--- src/common/bmmr_regs.svh ---
`ifndef BMMR_REGS_SVH
`define BMMR_REGS_SVH

// ****************************************************************
// register addresses (6-bit command address)
// ****************************************************************
`define BMMR_ADDR_LATENCY      6'h02
`define BMMR_ADDR_CONFIG       6'h08
`define BMMR_ADDR_REFERENCE    6'h0c
`define BMMR_ADDR_REFRESH_MASK 6'h11
`define BMMR_ADDR_TERMINATION  6'h16

// ****************************************************************
// reset values
// ****************************************************************
`define BMMR_RST_LATENCY       8'h00
`define BMMR_RST_REFERENCE     8'h40
`define BMMR_RST_REFRESH_MASK  8'h00
`define BMMR_RST_TERMINATION   8'h00
`define BMMR_RD_UNDEFINED      8'h00

// ****************************************************************
// latency register fields
// ****************************************************************
`define BMMR_LAT_RL_LSB        0
`define BMMR_LAT_WL_LSB        3
`define BMMR_LAT_WLS_BIT       6
`define BMMR_LAT_LEVEL_BIT     7

// ****************************************************************
// reference register fields
// ****************************************************************
`define BMMR_REF_LEVEL_LSB     0
`define BMMR_REF_RANGE_BIT     6
`define BMMR_REF_VARIANT_BIT   7

// ****************************************************************
// termination register fields
// ****************************************************************
`define BMMR_TERM_HOST_LSB     0
`define BMMR_TERM_CK_BIT       3
`define BMMR_TERM_CS_BIT       4
`define BMMR_TERM_CA_BIT       5
`define BMMR_TERM_LOWER_BIT    6
`define BMMR_TERM_UPPER_BIT    7

// ****************************************************************
// configuration register content
// ****************************************************************
`define BMMR_CFG_TYPE          2'h0
`define BMMR_CFG_WIDTH         2'h1
`define BMMR_CFG_DENSITY       4'h6
`define BMMR_DENS_2GB          4'h0
`define BMMR_DENS_3GB          4'h1
`define BMMR_DENS_4GB          4'h2
`define BMMR_DENS_6GB          4'h3
`define BMMR_DENS_8GB          4'h4
`define BMMR_DENS_12GB         4'h5
`define BMMR_DENS_16GB         4'h6
`define BMMR_SEG_LSB_SMALL     12
`define BMMR_SEG_LSB_MID       13
`define BMMR_SEG_LSB_LARGE     14

// ****************************************************************
// latency tables, entry 7 first, eight bits per entry (clocks)
// ****************************************************************
`define BMMR_RL_PLAIN {8'h28, 8'h24, 8'h20, 8'h1a, 8'h16, 8'h10, 8'h0a, 8'h06}
`define BMMR_RL_INV   {8'h2c, 8'h28, 8'h24, 8'h1e, 8'h18, 8'h12, 8'h0c, 8'h06}
`define BMMR_RTP      {8'h10, 8'h0e, 8'h0c, 8'h0a, 8'h08, 8'h08, 8'h08, 8'h08}
`define BMMR_WL_SET_A {8'h12, 8'h10, 8'h0e, 8'h0c, 8'h0a, 8'h08, 8'h06, 8'h04}
`define BMMR_WL_SET_B {8'h22, 8'h1e, 8'h1a, 8'h16, 8'h12, 8'h0c, 8'h08, 8'h04}
`define BMMR_TBL_ENTRY   8
`define BMMR_RTP_BL32_ADD 8'h08

`endif

--- src/common/bmmr_pkg.sv ---
`default_nettype none
package bmmr_pkg;
    typedef logic [7:0] bmmr_byte_t;
    typedef logic [5:0] bmmr_addr_t;
    typedef logic [2:0] bmmr_code_t;
    typedef logic [2:0] bmmr_term_t;
endpackage
`default_nettype wire

--- src/rtl/bmmr_bank.sv ---
`timescale 1ns/1ps
`default_nettype none
`include "bmmr_regs.svh"
module bmmr_bank (
    // clock and reset
    input  wire logic                  i_ref_clk,
    input  wire logic                  i_rst_b,
    // register command port
    input  wire logic                  i_cmd_valid,
    input  wire logic                  i_cmd_write,
    input  wire bmmr_pkg::bmmr_addr_t  i_cmd_addr,
    input  wire bmmr_pkg::bmmr_byte_t  i_cmd_data,
    // register read answer
    output logic                       o_rd_valid,
    output bmmr_pkg::bmmr_byte_t       o_rd_data,
    output logic                       o_cmd_ignored,
    // set-point and mode inputs from other registers
    input  wire logic                  i_setpoint_write_select,
    input  wire logic                  i_setpoint_operate_select,
    input  wire logic                  i_read_bus_inversion,
    input  wire logic                  i_burst_32,
    input  wire bmmr_pkg::bmmr_term_t  i_termination_settings,
    // row under refresh
    input  wire logic [17:0]           i_refresh_row,
    // latency outputs
    output logic [7:0]                 o_read_latency,
    output logic [7:0]                 o_read_to_precharge_delay,
    output logic [7:0]                 o_write_latency,
    output logic                       o_write_leveling,
    // reference outputs
    output logic [5:0]                 o_command_reference_level,
    output logic                       o_command_reference_range,
    output logic                       o_command_training_variant,
    // refresh outputs
    output bmmr_pkg::bmmr_byte_t       o_partial_array_refresh,
    output logic                       o_refresh_row_skipped,
    // termination outputs, host value code, lower and upper {cmdaddr, select, clock}
    output bmmr_pkg::bmmr_term_t       o_host_termination_value,
    output bmmr_pkg::bmmr_term_t       o_lower_byte_termination,
    output bmmr_pkg::bmmr_term_t       o_upper_byte_termination
);
    import bmmr_pkg::*;

    // ************************************************************
    // command decode
    // ************************************************************
    logic       write_leveling;
    logic       cmd_accept;
    logic       cmd_wr;
    logic       cmd_rd;
    logic       hit_latency;
    logic       hit_config;
    logic       hit_reference;
    logic       hit_mask;
    logic       hit_termination;
    logic       wr_latency;
    logic       wr_reference;
    logic       wr_mask;
    logic       wr_termination;

    assign hit_latency     = (i_cmd_addr == `BMMR_ADDR_LATENCY);
    assign hit_config      = (i_cmd_addr == `BMMR_ADDR_CONFIG);
    assign hit_reference   = (i_cmd_addr == `BMMR_ADDR_REFERENCE);
    assign hit_mask        = (i_cmd_addr == `BMMR_ADDR_REFRESH_MASK);
    assign hit_termination = (i_cmd_addr == `BMMR_ADDR_TERMINATION);

    // while leveling only a latency write gets through
    assign cmd_accept = i_cmd_valid &&
                        (!write_leveling ||
                         (i_cmd_write && hit_latency));
    assign cmd_wr = cmd_accept && i_cmd_write;
    assign cmd_rd = cmd_accept && !i_cmd_write;

    assign wr_latency     = cmd_wr && hit_latency;
    assign wr_reference   = cmd_wr && hit_reference;
    assign wr_mask        = cmd_wr && hit_mask;
    assign wr_termination = cmd_wr && hit_termination;
    // config writes fall through every decode above

    // ************************************************************
    // set-point register copies
    // ************************************************************
    bmmr_byte_t lat_active;
    bmmr_byte_t ref_active;
    bmmr_byte_t ref_wr_copy;
    bmmr_byte_t mask_active;
    bmmr_byte_t term_active;

    bmmr_setpoint_reg #(.RESET_VALUE(`BMMR_RST_LATENCY)) u_latency (
        .i_ref_clk (i_ref_clk),
        .i_rst_b   (i_rst_b),
        .i_wr      (wr_latency),
        .i_wr_sel  (i_setpoint_write_select),
        .i_wr_data (i_cmd_data),
        .i_op_sel  (i_setpoint_operate_select),
        .o_active  (lat_active),
        .o_wr_copy ()
    );

    bmmr_setpoint_reg #(.RESET_VALUE(`BMMR_RST_REFERENCE)) u_reference (
        .i_ref_clk (i_ref_clk),
        .i_rst_b   (i_rst_b),
        .i_wr      (wr_reference),
        .i_wr_sel  (i_setpoint_write_select),
        .i_wr_data (i_cmd_data),
        .i_op_sel  (i_setpoint_operate_select),
        .o_active  (ref_active),
        .o_wr_copy (ref_wr_copy)
    );

    bmmr_setpoint_reg #(.RESET_VALUE(`BMMR_RST_REFRESH_MASK)) u_mask (
        .i_ref_clk (i_ref_clk),
        .i_rst_b   (i_rst_b),
        .i_wr      (wr_mask),
        .i_wr_sel  (i_setpoint_write_select),
        .i_wr_data (i_cmd_data),
        .i_op_sel  (i_setpoint_operate_select),
        .o_active  (mask_active),
        .o_wr_copy ()
    );

    bmmr_setpoint_reg #(.RESET_VALUE(`BMMR_RST_TERMINATION)) u_term (
        .i_ref_clk (i_ref_clk),
        .i_rst_b   (i_rst_b),
        .i_wr      (wr_termination),
        .i_wr_sel  (i_setpoint_write_select),
        .i_wr_data (i_cmd_data),
        .i_op_sel  (i_setpoint_operate_select),
        .o_active  (term_active),
        .o_wr_copy ()
    );

    // ************************************************************
    // write leveling state
    // ************************************************************
    // held apart from the copies so a set-point switch cannot end it
    always_ff @(posedge i_ref_clk) begin
        if (!i_rst_b) begin
            write_leveling <= 1'b0;
        end else if (wr_latency) begin
            write_leveling <= i_cmd_data[`BMMR_LAT_LEVEL_BIT];
        end
    end

    always_ff @(posedge i_ref_clk) begin
        if (!i_rst_b) begin
            o_write_leveling <= 1'b0;
            o_cmd_ignored    <= 1'b0;
        end else begin
            o_write_leveling <= write_leveling;
            o_cmd_ignored    <= i_cmd_valid && !cmd_accept;
        end
    end

    // ************************************************************
    // register read
    // ************************************************************
    bmmr_byte_t config_value;
    bmmr_byte_t next_rd_data;

    assign config_value = {`BMMR_CFG_WIDTH, `BMMR_CFG_DENSITY,
                           `BMMR_CFG_TYPE};

    always_comb begin
        next_rd_data = `BMMR_RD_UNDEFINED;
        if (hit_config) begin
            next_rd_data = config_value;
        end else if (hit_reference) begin
            next_rd_data = ref_wr_copy;
        end
    end

    always_ff @(posedge i_ref_clk) begin
        if (!i_rst_b) begin
            o_rd_valid <= 1'b0;
            o_rd_data  <= `BMMR_RD_UNDEFINED;
        end else begin
            o_rd_valid <= cmd_rd;
            if (cmd_rd) begin
                o_rd_data <= next_rd_data;
            end
        end
    end

    // ************************************************************
    // latency decode from the active copy
    // ************************************************************
    bmmr_code_t rl_code;
    bmmr_code_t wl_code;
    logic [7:0] next_read_latency;
    logic [7:0] next_rtp;
    logic [7:0] next_write_latency;
    logic [63:0] rl_plain_tbl;
    logic [63:0] rl_inv_tbl;
    logic [63:0] rtp_tbl;
    logic [63:0] wl_a_tbl;
    logic [63:0] wl_b_tbl;

    assign rl_plain_tbl = `BMMR_RL_PLAIN;
    assign rl_inv_tbl   = `BMMR_RL_INV;
    assign rtp_tbl      = `BMMR_RTP;
    assign wl_a_tbl     = `BMMR_WL_SET_A;
    assign wl_b_tbl     = `BMMR_WL_SET_B;

    assign rl_code = lat_active[`BMMR_LAT_RL_LSB +: 3];
    assign wl_code = lat_active[`BMMR_LAT_WL_LSB +: 3];

    always_comb begin
        next_rtp = rtp_tbl[rl_code * `BMMR_TBL_ENTRY +: 8];
        if (i_read_bus_inversion) begin
            next_read_latency =
                rl_inv_tbl[rl_code * `BMMR_TBL_ENTRY +: 8];
        end else begin
            next_read_latency =
                rl_plain_tbl[rl_code * `BMMR_TBL_ENTRY +: 8];
        end
        if (i_burst_32) begin
            next_rtp = next_rtp + `BMMR_RTP_BL32_ADD;
        end
    end

    always_comb begin
        if (lat_active[`BMMR_LAT_WLS_BIT]) begin
            next_write_latency =
                wl_b_tbl[wl_code * `BMMR_TBL_ENTRY +: 8];
        end else begin
            next_write_latency =
                wl_a_tbl[wl_code * `BMMR_TBL_ENTRY +: 8];
        end
    end

    // reset values equal code zero of each table
    always_ff @(posedge i_ref_clk) begin
        if (!i_rst_b) begin
            o_read_latency            <= rl_plain_tbl[7:0];
            o_read_to_precharge_delay <= rtp_tbl[7:0];
            o_write_latency           <= wl_a_tbl[7:0];
        end else begin
            o_read_latency            <= next_read_latency;
            o_read_to_precharge_delay <= next_rtp;
            o_write_latency           <= next_write_latency;
        end
    end

    // ************************************************************
    // command reference outputs
    // ************************************************************
    localparam bmmr_byte_t ref_rst = `BMMR_RST_REFERENCE;

    // reserved level codes are passed on unchanged
    always_ff @(posedge i_ref_clk) begin
        if (!i_rst_b) begin
            o_command_reference_level  <= ref_rst[`BMMR_REF_LEVEL_LSB +: 6];
            o_command_reference_range  <= ref_rst[`BMMR_REF_RANGE_BIT];
            o_command_training_variant <= ref_rst[`BMMR_REF_VARIANT_BIT];
        end else begin
            o_command_reference_level  <=
                ref_active[`BMMR_REF_LEVEL_LSB +: 6];
            o_command_reference_range  <=
                ref_active[`BMMR_REF_RANGE_BIT];
            o_command_training_variant <=
                ref_active[`BMMR_REF_VARIANT_BIT];
        end
    end

    // ************************************************************
    // partial array refresh
    // ************************************************************
    logic [2:0] segment;

    // 2Gb and 3Gb have no segment map; they share the 4Gb bits
    always_comb begin
        unique case (`BMMR_CFG_DENSITY)
            `BMMR_DENS_6GB,
            `BMMR_DENS_8GB:  segment =
                i_refresh_row[`BMMR_SEG_LSB_MID +: 3];
            `BMMR_DENS_12GB,
            `BMMR_DENS_16GB: segment =
                i_refresh_row[`BMMR_SEG_LSB_LARGE +: 3];
            default:         segment =
                i_refresh_row[`BMMR_SEG_LSB_SMALL +: 3];
        endcase
    end

    always_ff @(posedge i_ref_clk) begin
        if (!i_rst_b) begin
            o_partial_array_refresh <= `BMMR_RST_REFRESH_MASK;
            o_refresh_row_skipped   <= 1'b0;
        end else begin
            o_partial_array_refresh <= mask_active;
            o_refresh_row_skipped   <= mask_active[segment];
        end
    end

    // ************************************************************
    // command bus termination
    // ************************************************************
    bmmr_term_t own_off;
    bmmr_term_t next_lower;
    bmmr_term_t next_upper;

    // no power state input: termination never drops in low power
    assign own_off = {term_active[`BMMR_TERM_CA_BIT],
                      term_active[`BMMR_TERM_CS_BIT],
                      term_active[`BMMR_TERM_CK_BIT]};

    always_comb begin
        next_lower = i_termination_settings & ~own_off;
        next_upper = i_termination_settings & ~own_off;
        if (term_active[`BMMR_TERM_LOWER_BIT]) begin
            next_lower = '0;
        end
        if (term_active[`BMMR_TERM_UPPER_BIT]) begin
            next_upper = '0;
        end
    end

    always_ff @(posedge i_ref_clk) begin
        if (!i_rst_b) begin
            o_host_termination_value <= '0;
            o_lower_byte_termination <= '0;
            o_upper_byte_termination <= '0;
        end else begin
            // reserved code seven is passed on as written
            o_host_termination_value <=
                term_active[`BMMR_TERM_HOST_LSB +: 3];
            o_lower_byte_termination <= next_lower;
            o_upper_byte_termination <= next_upper;
        end
    end
endmodule
`default_nettype wire

--- src/rtl/bmmr_setpoint_reg.sv ---
`timescale 1ns/1ps
`default_nettype none
// two set-point copies of one 8-bit register
module bmmr_setpoint_reg #(
    parameter logic [7:0] RESET_VALUE = 8'h00
) (
    // clock and reset
    input  wire logic       i_ref_clk,
    input  wire logic       i_rst_b,
    // write side
    input  wire logic       i_wr,
    input  wire logic       i_wr_sel,
    input  wire logic [7:0] i_wr_data,
    // read side
    input  wire logic       i_op_sel,
    output logic      [7:0] o_active,
    output logic      [7:0] o_wr_copy
);
    logic [7:0] copy [0:1];

    always_ff @(posedge i_ref_clk) begin
        if (!i_rst_b) begin
            copy[0] <= RESET_VALUE;
            copy[1] <= RESET_VALUE;
        end else if (i_wr) begin
            copy[i_wr_sel] <= i_wr_data;
        end
    end

    assign o_active  = copy[i_op_sel];
    assign o_wr_copy = copy[i_wr_sel];
endmodule
`default_nettype wire

--- config.mk ---
export PLATFORM = sky130hd
export DESIGN_NAME = bmmr_bank
export DESIGN_NICKNAME = d
export VERILOG_FILES = /design/src/common/bmmr_pkg.sv /design/src/rtl/bmmr_bank.sv /design/src/rtl/bmmr_setpoint_reg.sv
export VERILOG_INCLUDE_DIRS = /design/src /design/src/common
export SDC_FILE = /design/constraint.sdc
export NUM_CORES = 1
export LEC_CHECK = 0
export BUFFER_PORTS_ARGS = -buffer_cell sky130_fd_sc_hd__buf_2
export CAP_MARGIN = 20
export CORE_MARGIN = 5
export CORE_UTILIZATION = 55
export CTS_CLUSTER_SIZE = 25
export DETAILED_ROUTE_END_ITERATION = 10
export MAX_ROUTING_LAYER = met4
export PLACE_DENSITY_LB_ADDON = 0.15
export SLEW_MARGIN = 20
export SYNTH_ARGS = -nofsm -noshare
export SYNTH_HDL_FRONTEND = slang
export SYNTH_SLANG_ARGS = --single-unit
--- constraint.sdc ---
create_clock -name i_ref_clk -period 5.71 [get_ports i_ref_clk]
set_clock_uncertainty 0.1 [all_clocks]
set_input_delay 1.142 -clock i_ref_clk [delete_from_list [all_inputs] [get_ports i_ref_clk]]
set_output_delay 1.142 -clock i_ref_clk [all_outputs]
set_load 0.1 [all_outputs]
# Word level (Yosys, flattened, before mapping)
# Memory sizes are Yosys's and may differ from the RTL's. A register that Yosys moved wholly into a read port is not among the register bits.
# Index checks and enable logic that the tools add are counted.
# Widths: inputs -> output; s select.
# op_classes
n_eq_ne	5
reduce_logical	20
n_shift	5
n_addsub	1
mux	32
bitwise	3
div_mod_pow	0
order_cmp	1
mul	0
# op_table
operator	count
$shiftx 64x7->8 const A	5
$mux 8	9
$reduce_or 8->1	4
$mux 1	22
$eq 6x4->1 const B	2
$eq 6x5->1 const B	2
$logic_and 1x1->1	9
$add 8x4->8 const B	1
$eq 6x2->1 const B	1
$logic_not 1->1	4
$lt 3x4->1 const B	1
$reduce_or 2->1	2
$and 3x3->3	1
$bmux 1 s3	1
$not 3->3	1
$logic_or 1x1->1	1
$not 1->1	1
# word_totals
ram_bits	64
output_inout_bits	61
in_bits	43
latchBits	0
regBits	54
rom_bits	0
memories	4
# mem_list
memory	words	width	read_ports	rd_ports_with_merged_regs	wr	line_no	text
u_latency.copy	2	8	1	0	2	bmmr_setpoint_reg.sv:19	logic [7:0] copy [0:1];
u_mask.copy	2	8	1	0	2	bmmr_setpoint_reg.sv:19	
u_reference.copy	2	8	2	1	2	bmmr_setpoint_reg.sv:19	
u_term.copy	2	8	1	0	2	bmmr_setpoint_reg.sv:19	

# Depth between registers and ports, before layout
# depth
depth_word	11
mapped_depth	7

# By module
# Synthesis repeated with hierarchy kept, for this count alone.
# unflattened
cells_unflattened	451
hier_area_um2	5246.3
# by_module_without_submodules
module	seq_area_each_um2	n_inst	cells_each	area_each_um2
bmmr_setpoint_reg at u_latency ...	480.5	3	64	810.8
bmmr_bank	1061.0	1	196	2014.4
bmmr_setpoint_reg at u_reference	480.5	1	63	799.5

# Least setup slack after synthesis
# Ideal clock, no wire load.
# synth_timing
path_kind	input to register
from	input i_cmd_addr[0]
to	memory u_reference.copy[0][0], enable pin
slack_ps	2797
t_arrival_ps	2429
required_ps	5226
path_buffers	0
path_stages	3
path_cell_list	nor3_1 > o2111ai_2 > o21ai_0
# synth_lines
item	line_no	text
start, declared	bmmr_bank.sv:11	input wire bmmr_pkg::bmmr_addr_t i_cmd_addr,
end, declared	bmmr_setpoint_reg.sv:19	

==> impl_results.md <==
- # setup viols final: 0
- Cell area after layout: around 0.0058 mm²
- Mapped Avg Cell Area: around 11 µm²
- Synthesized instance count: 419
- Area contributors post-synth: edfxtp_1 (39%), dfxtp_1 (22%), mux2i_1 (9.2%), nor2_1 (7.1%), nand2_1 (3.7%)
- Routed via count: ~3.3k
- Tcrit/Tclk final: 0.569
- Post-CTS Resized: 0
- Commonest non-fill, non-tap cell in the layout: nor2_1
- Setup crit start kind: input port
- Outcome: complete, no violations
- Share of the synthesized area in the top cell type: 0.390
- Worst-case reg-to-reg path depth: 3
- CTS tree: built
- Clock sinks: 115
- H-tree level count: 4
- Hold/Removal Path Class: reg -> reg
- Global-route wire length before repair: about 16000 µm
- Die Span Y: ~100 µm
- Final hold vios: 0
- Setup Buffers After CTS: 0
- Post-DP HPWL: about 7400 µm
- Top sig layer: met4
- Std-Cell Rows: 34
- Final Slew Violations: 0
- Hold depth: 2
- Cell Pwr Density: approximately 400 mW/mm²
- Placed Area: roughly 0.0052 mm²
- Maxcap violations: 0
- Final Power: between 2 and 2.5 mW
- FF/Latch Area: just under 0.003 mm²
- Fillcell total: 685
- CTS buffer count: 17
- Post-synth top area cell: edfxtp_1
- Drc violations: 0
- Syn-to-layout area delta: 21.7%
- Worst reg2reg endpoint: u_mask.copy[1][2]$_SDFFCE_PN0P_
- R2r setup slk: roughly 3.2 ns
- Root buffer cell: clkbuf_8
- Congestion Overflow GR: 0
- Post-DR vias/cell: around 5.2
- Worst hold path endpoint: o_rd_data[7]$_SDFFE_PN0P_
- Met1 Routed Length: between 4000 and 5000 µm
- 1st-pass router iterations: 5
- Mapped Area: 0.00477 mm²
- DRT iter0 DRCs: between 150 and 200
- Initial core utilization: 0.555
- Pin count of the biggest net entering global routing: 38
- CP Max Fanout: 24
- Ports: about 100
- Yosys cell types: 43
- Routed Antenna Nets: 0
- R2R Path Start: write_leveling$_SDFFE_PN0P_
- Synth Warn #: 0
- Gpl congestion: around 0.84
- Worst Setup End Kind: flip-flop
- CTS clk-pin slew, worst paths: about 0.050 ns
- # hold bufs at CTS: 0
- Routed wire per std cell: about 16 µm
- Slew HR: 0.280
- VDD IR max: approximately 0.00029 V
- Crit path from: i_rst_b
- Clk Latency, worst-skew pair: roughly 0.52 ns
- Commonest cells after routing, fill and taps aside: nor2_1 (90), buf_2 (79), edfxtp_1 (62)
- Layout Nets: roughly 550
- Dominant synthesized flop cell: edfxtp_1
- CP required: around 5.7 ns
- Ant. Diodes: 0
- Sequential area share after synthesis: 0.613
- Wirelength, routed: approximately 10000 µm
- Maximum clock path buffer count: 2
- Initial antenna violation count: 0
- CP Data Arrival Time: between 3 and 4 ns
- Post-synth EDFFs: between 60 and 70
- Area of the multi-input gates: around 0.0017 mm²
- Routed met3 length: 684 µm
- Slew of the pin with the lowest slew margin: roughly 1.1 ns
- Post-synth ARST share: 0
- Number of port buffers: between 70 and 80
- Die Area: 0.0106 mm²
- Tmin final: 3.25 ns
- Vias in the first global route: between 3k and 4k
- Max Clock Freq: 308 MHz
- Hold_sp: o_rd_data[7]$_SDFFE_PN0P_
- Area of the core: approximately 0.0086 mm²
- Share of layout cells above drive strength 1: 0.242
- Die Wd: ~100 µm
- Static Leak: 2.44 nW
- Setup_tns: 0 ns
- #FFs+latches synth: around 120
- RSZ-0062 raised after global routing: no
- Fin util: 0.676
- Total Routing Usage GR: 0.211
- Setup CP Type: in -> reg
- Routed wl met2: 4960 µm
[cell families (layout without fill, tap and decap cells)]
kind of cell / Yosys count / count (layout) / share of synthesized area
buf+inv: 33 / 121 / 0.0367
fa+ha+maj: 8 / 8 / 0.0210
other cells: 1 / 10 / 0.000786
xor+xnor: 2 / 2 / 0.00367
simple gates: 177 / 177 / 0.168
mux: 50 / 50 / 0.114
flops: 115 / 115 / 0.613
compound gates: 33 / 33 / 0.0441
[synthesized netlist by cell type, drive strengths merged, types with 2 or more instances]
library cell,count
nand2b,2
edfxtp,62
mux2i,45
mux2,3
a211oi,4
clkbuf,10
nand2,47
and3,4
ha,8
nand3,4
a21oi,8
nor3,3
nor4b,3
inv,7
nor2,90
dfxtp,53
o21ai,12
nor2b,3
and2,16
mux4,2
buf,16
a211o,3
[registers in the layout (all words and copies together) (netlist names), 3 cells and up]
name / flops
o_host_termination_value: 3
o_read_latency: 5
u_reference.copy: 16
o_write_latency: 5
u_latency.copy: 14
o_partial_array_refresh: 8
o_read_to_precharge_delay: 5
o_lower_byte_termination: 3
u_term.copy: 16
u_mask.copy: 16
o_command_reference_level: 6
o_upper_byte_termination: 3
o_rd_data: 8
[report_power, final]
group          internal [mW]  switching, mW
clock                  0.690          0.368
combinational         0.0562          0.242
sequential             0.909         0.0120
total                   1.66          0.621
[routing by layer]
layer | up-vias | track usage
li1 | 1598 | -
met1 | 1551 | 0.270
met2 | 107 | 0.319
met3 | 8 | 0.0670
met4 | 0 | 0.0687
met5 | - | -
[worst max-delay path: stages]
cell and delay (ns):
buf_2 0.37, inv_1 0.13, nor4b_1 0.28, nand2_1 0.41, o21ai_0 0.94
[metrics by stage]
step | hold slack, ns | setup WS [ns] | cells
3_5_place_dp | 0.340 | 1.88 | 592
2_1_floorplan | 0.353 | 2.80 | 428
3_3_place_gp | 0.337 | 1.96 | 592
5_1_grt | 0.364 | 2.32 | 624
6_report | 0.346 | 2.46 | 624
4_1_cts | 0.348 | 2.38 | 624
[area by class of cell]
type | count | area share
flip-flops and latches | 115 | 0.503
clock inverters | 12 | 0.0261
repair buffers | 82 | 0.0720
clock buffers | 20 | 0.0769
multi-input cells | 280 | 0.294
well taps | 108 | 0.0233
inverters | 7 | 0.00452
[worst max-delay path by stage]
stage                                            to  cells after the start
3_3_place_gp   u_reference.copy[1][4]$_SDFFCE_PN0P_                      4
5_1_grt             u_mask.copy[1][0]$_SDFFCE_PN0P_                      5
4_1_cts             u_mask.copy[0][7]$_SDFFCE_PN0P_                      5
2_1_floorplan  u_reference.copy[0][0]$_SDFFCE_PN0P_                      3
3_5_place_dp        u_mask.copy[0][6]$_SDFFCE_PN0P_                      5
6_report            u_mask.copy[1][2]$_SDFFCE_PN0P_                      5
Power figures use the tool's default switching activity.
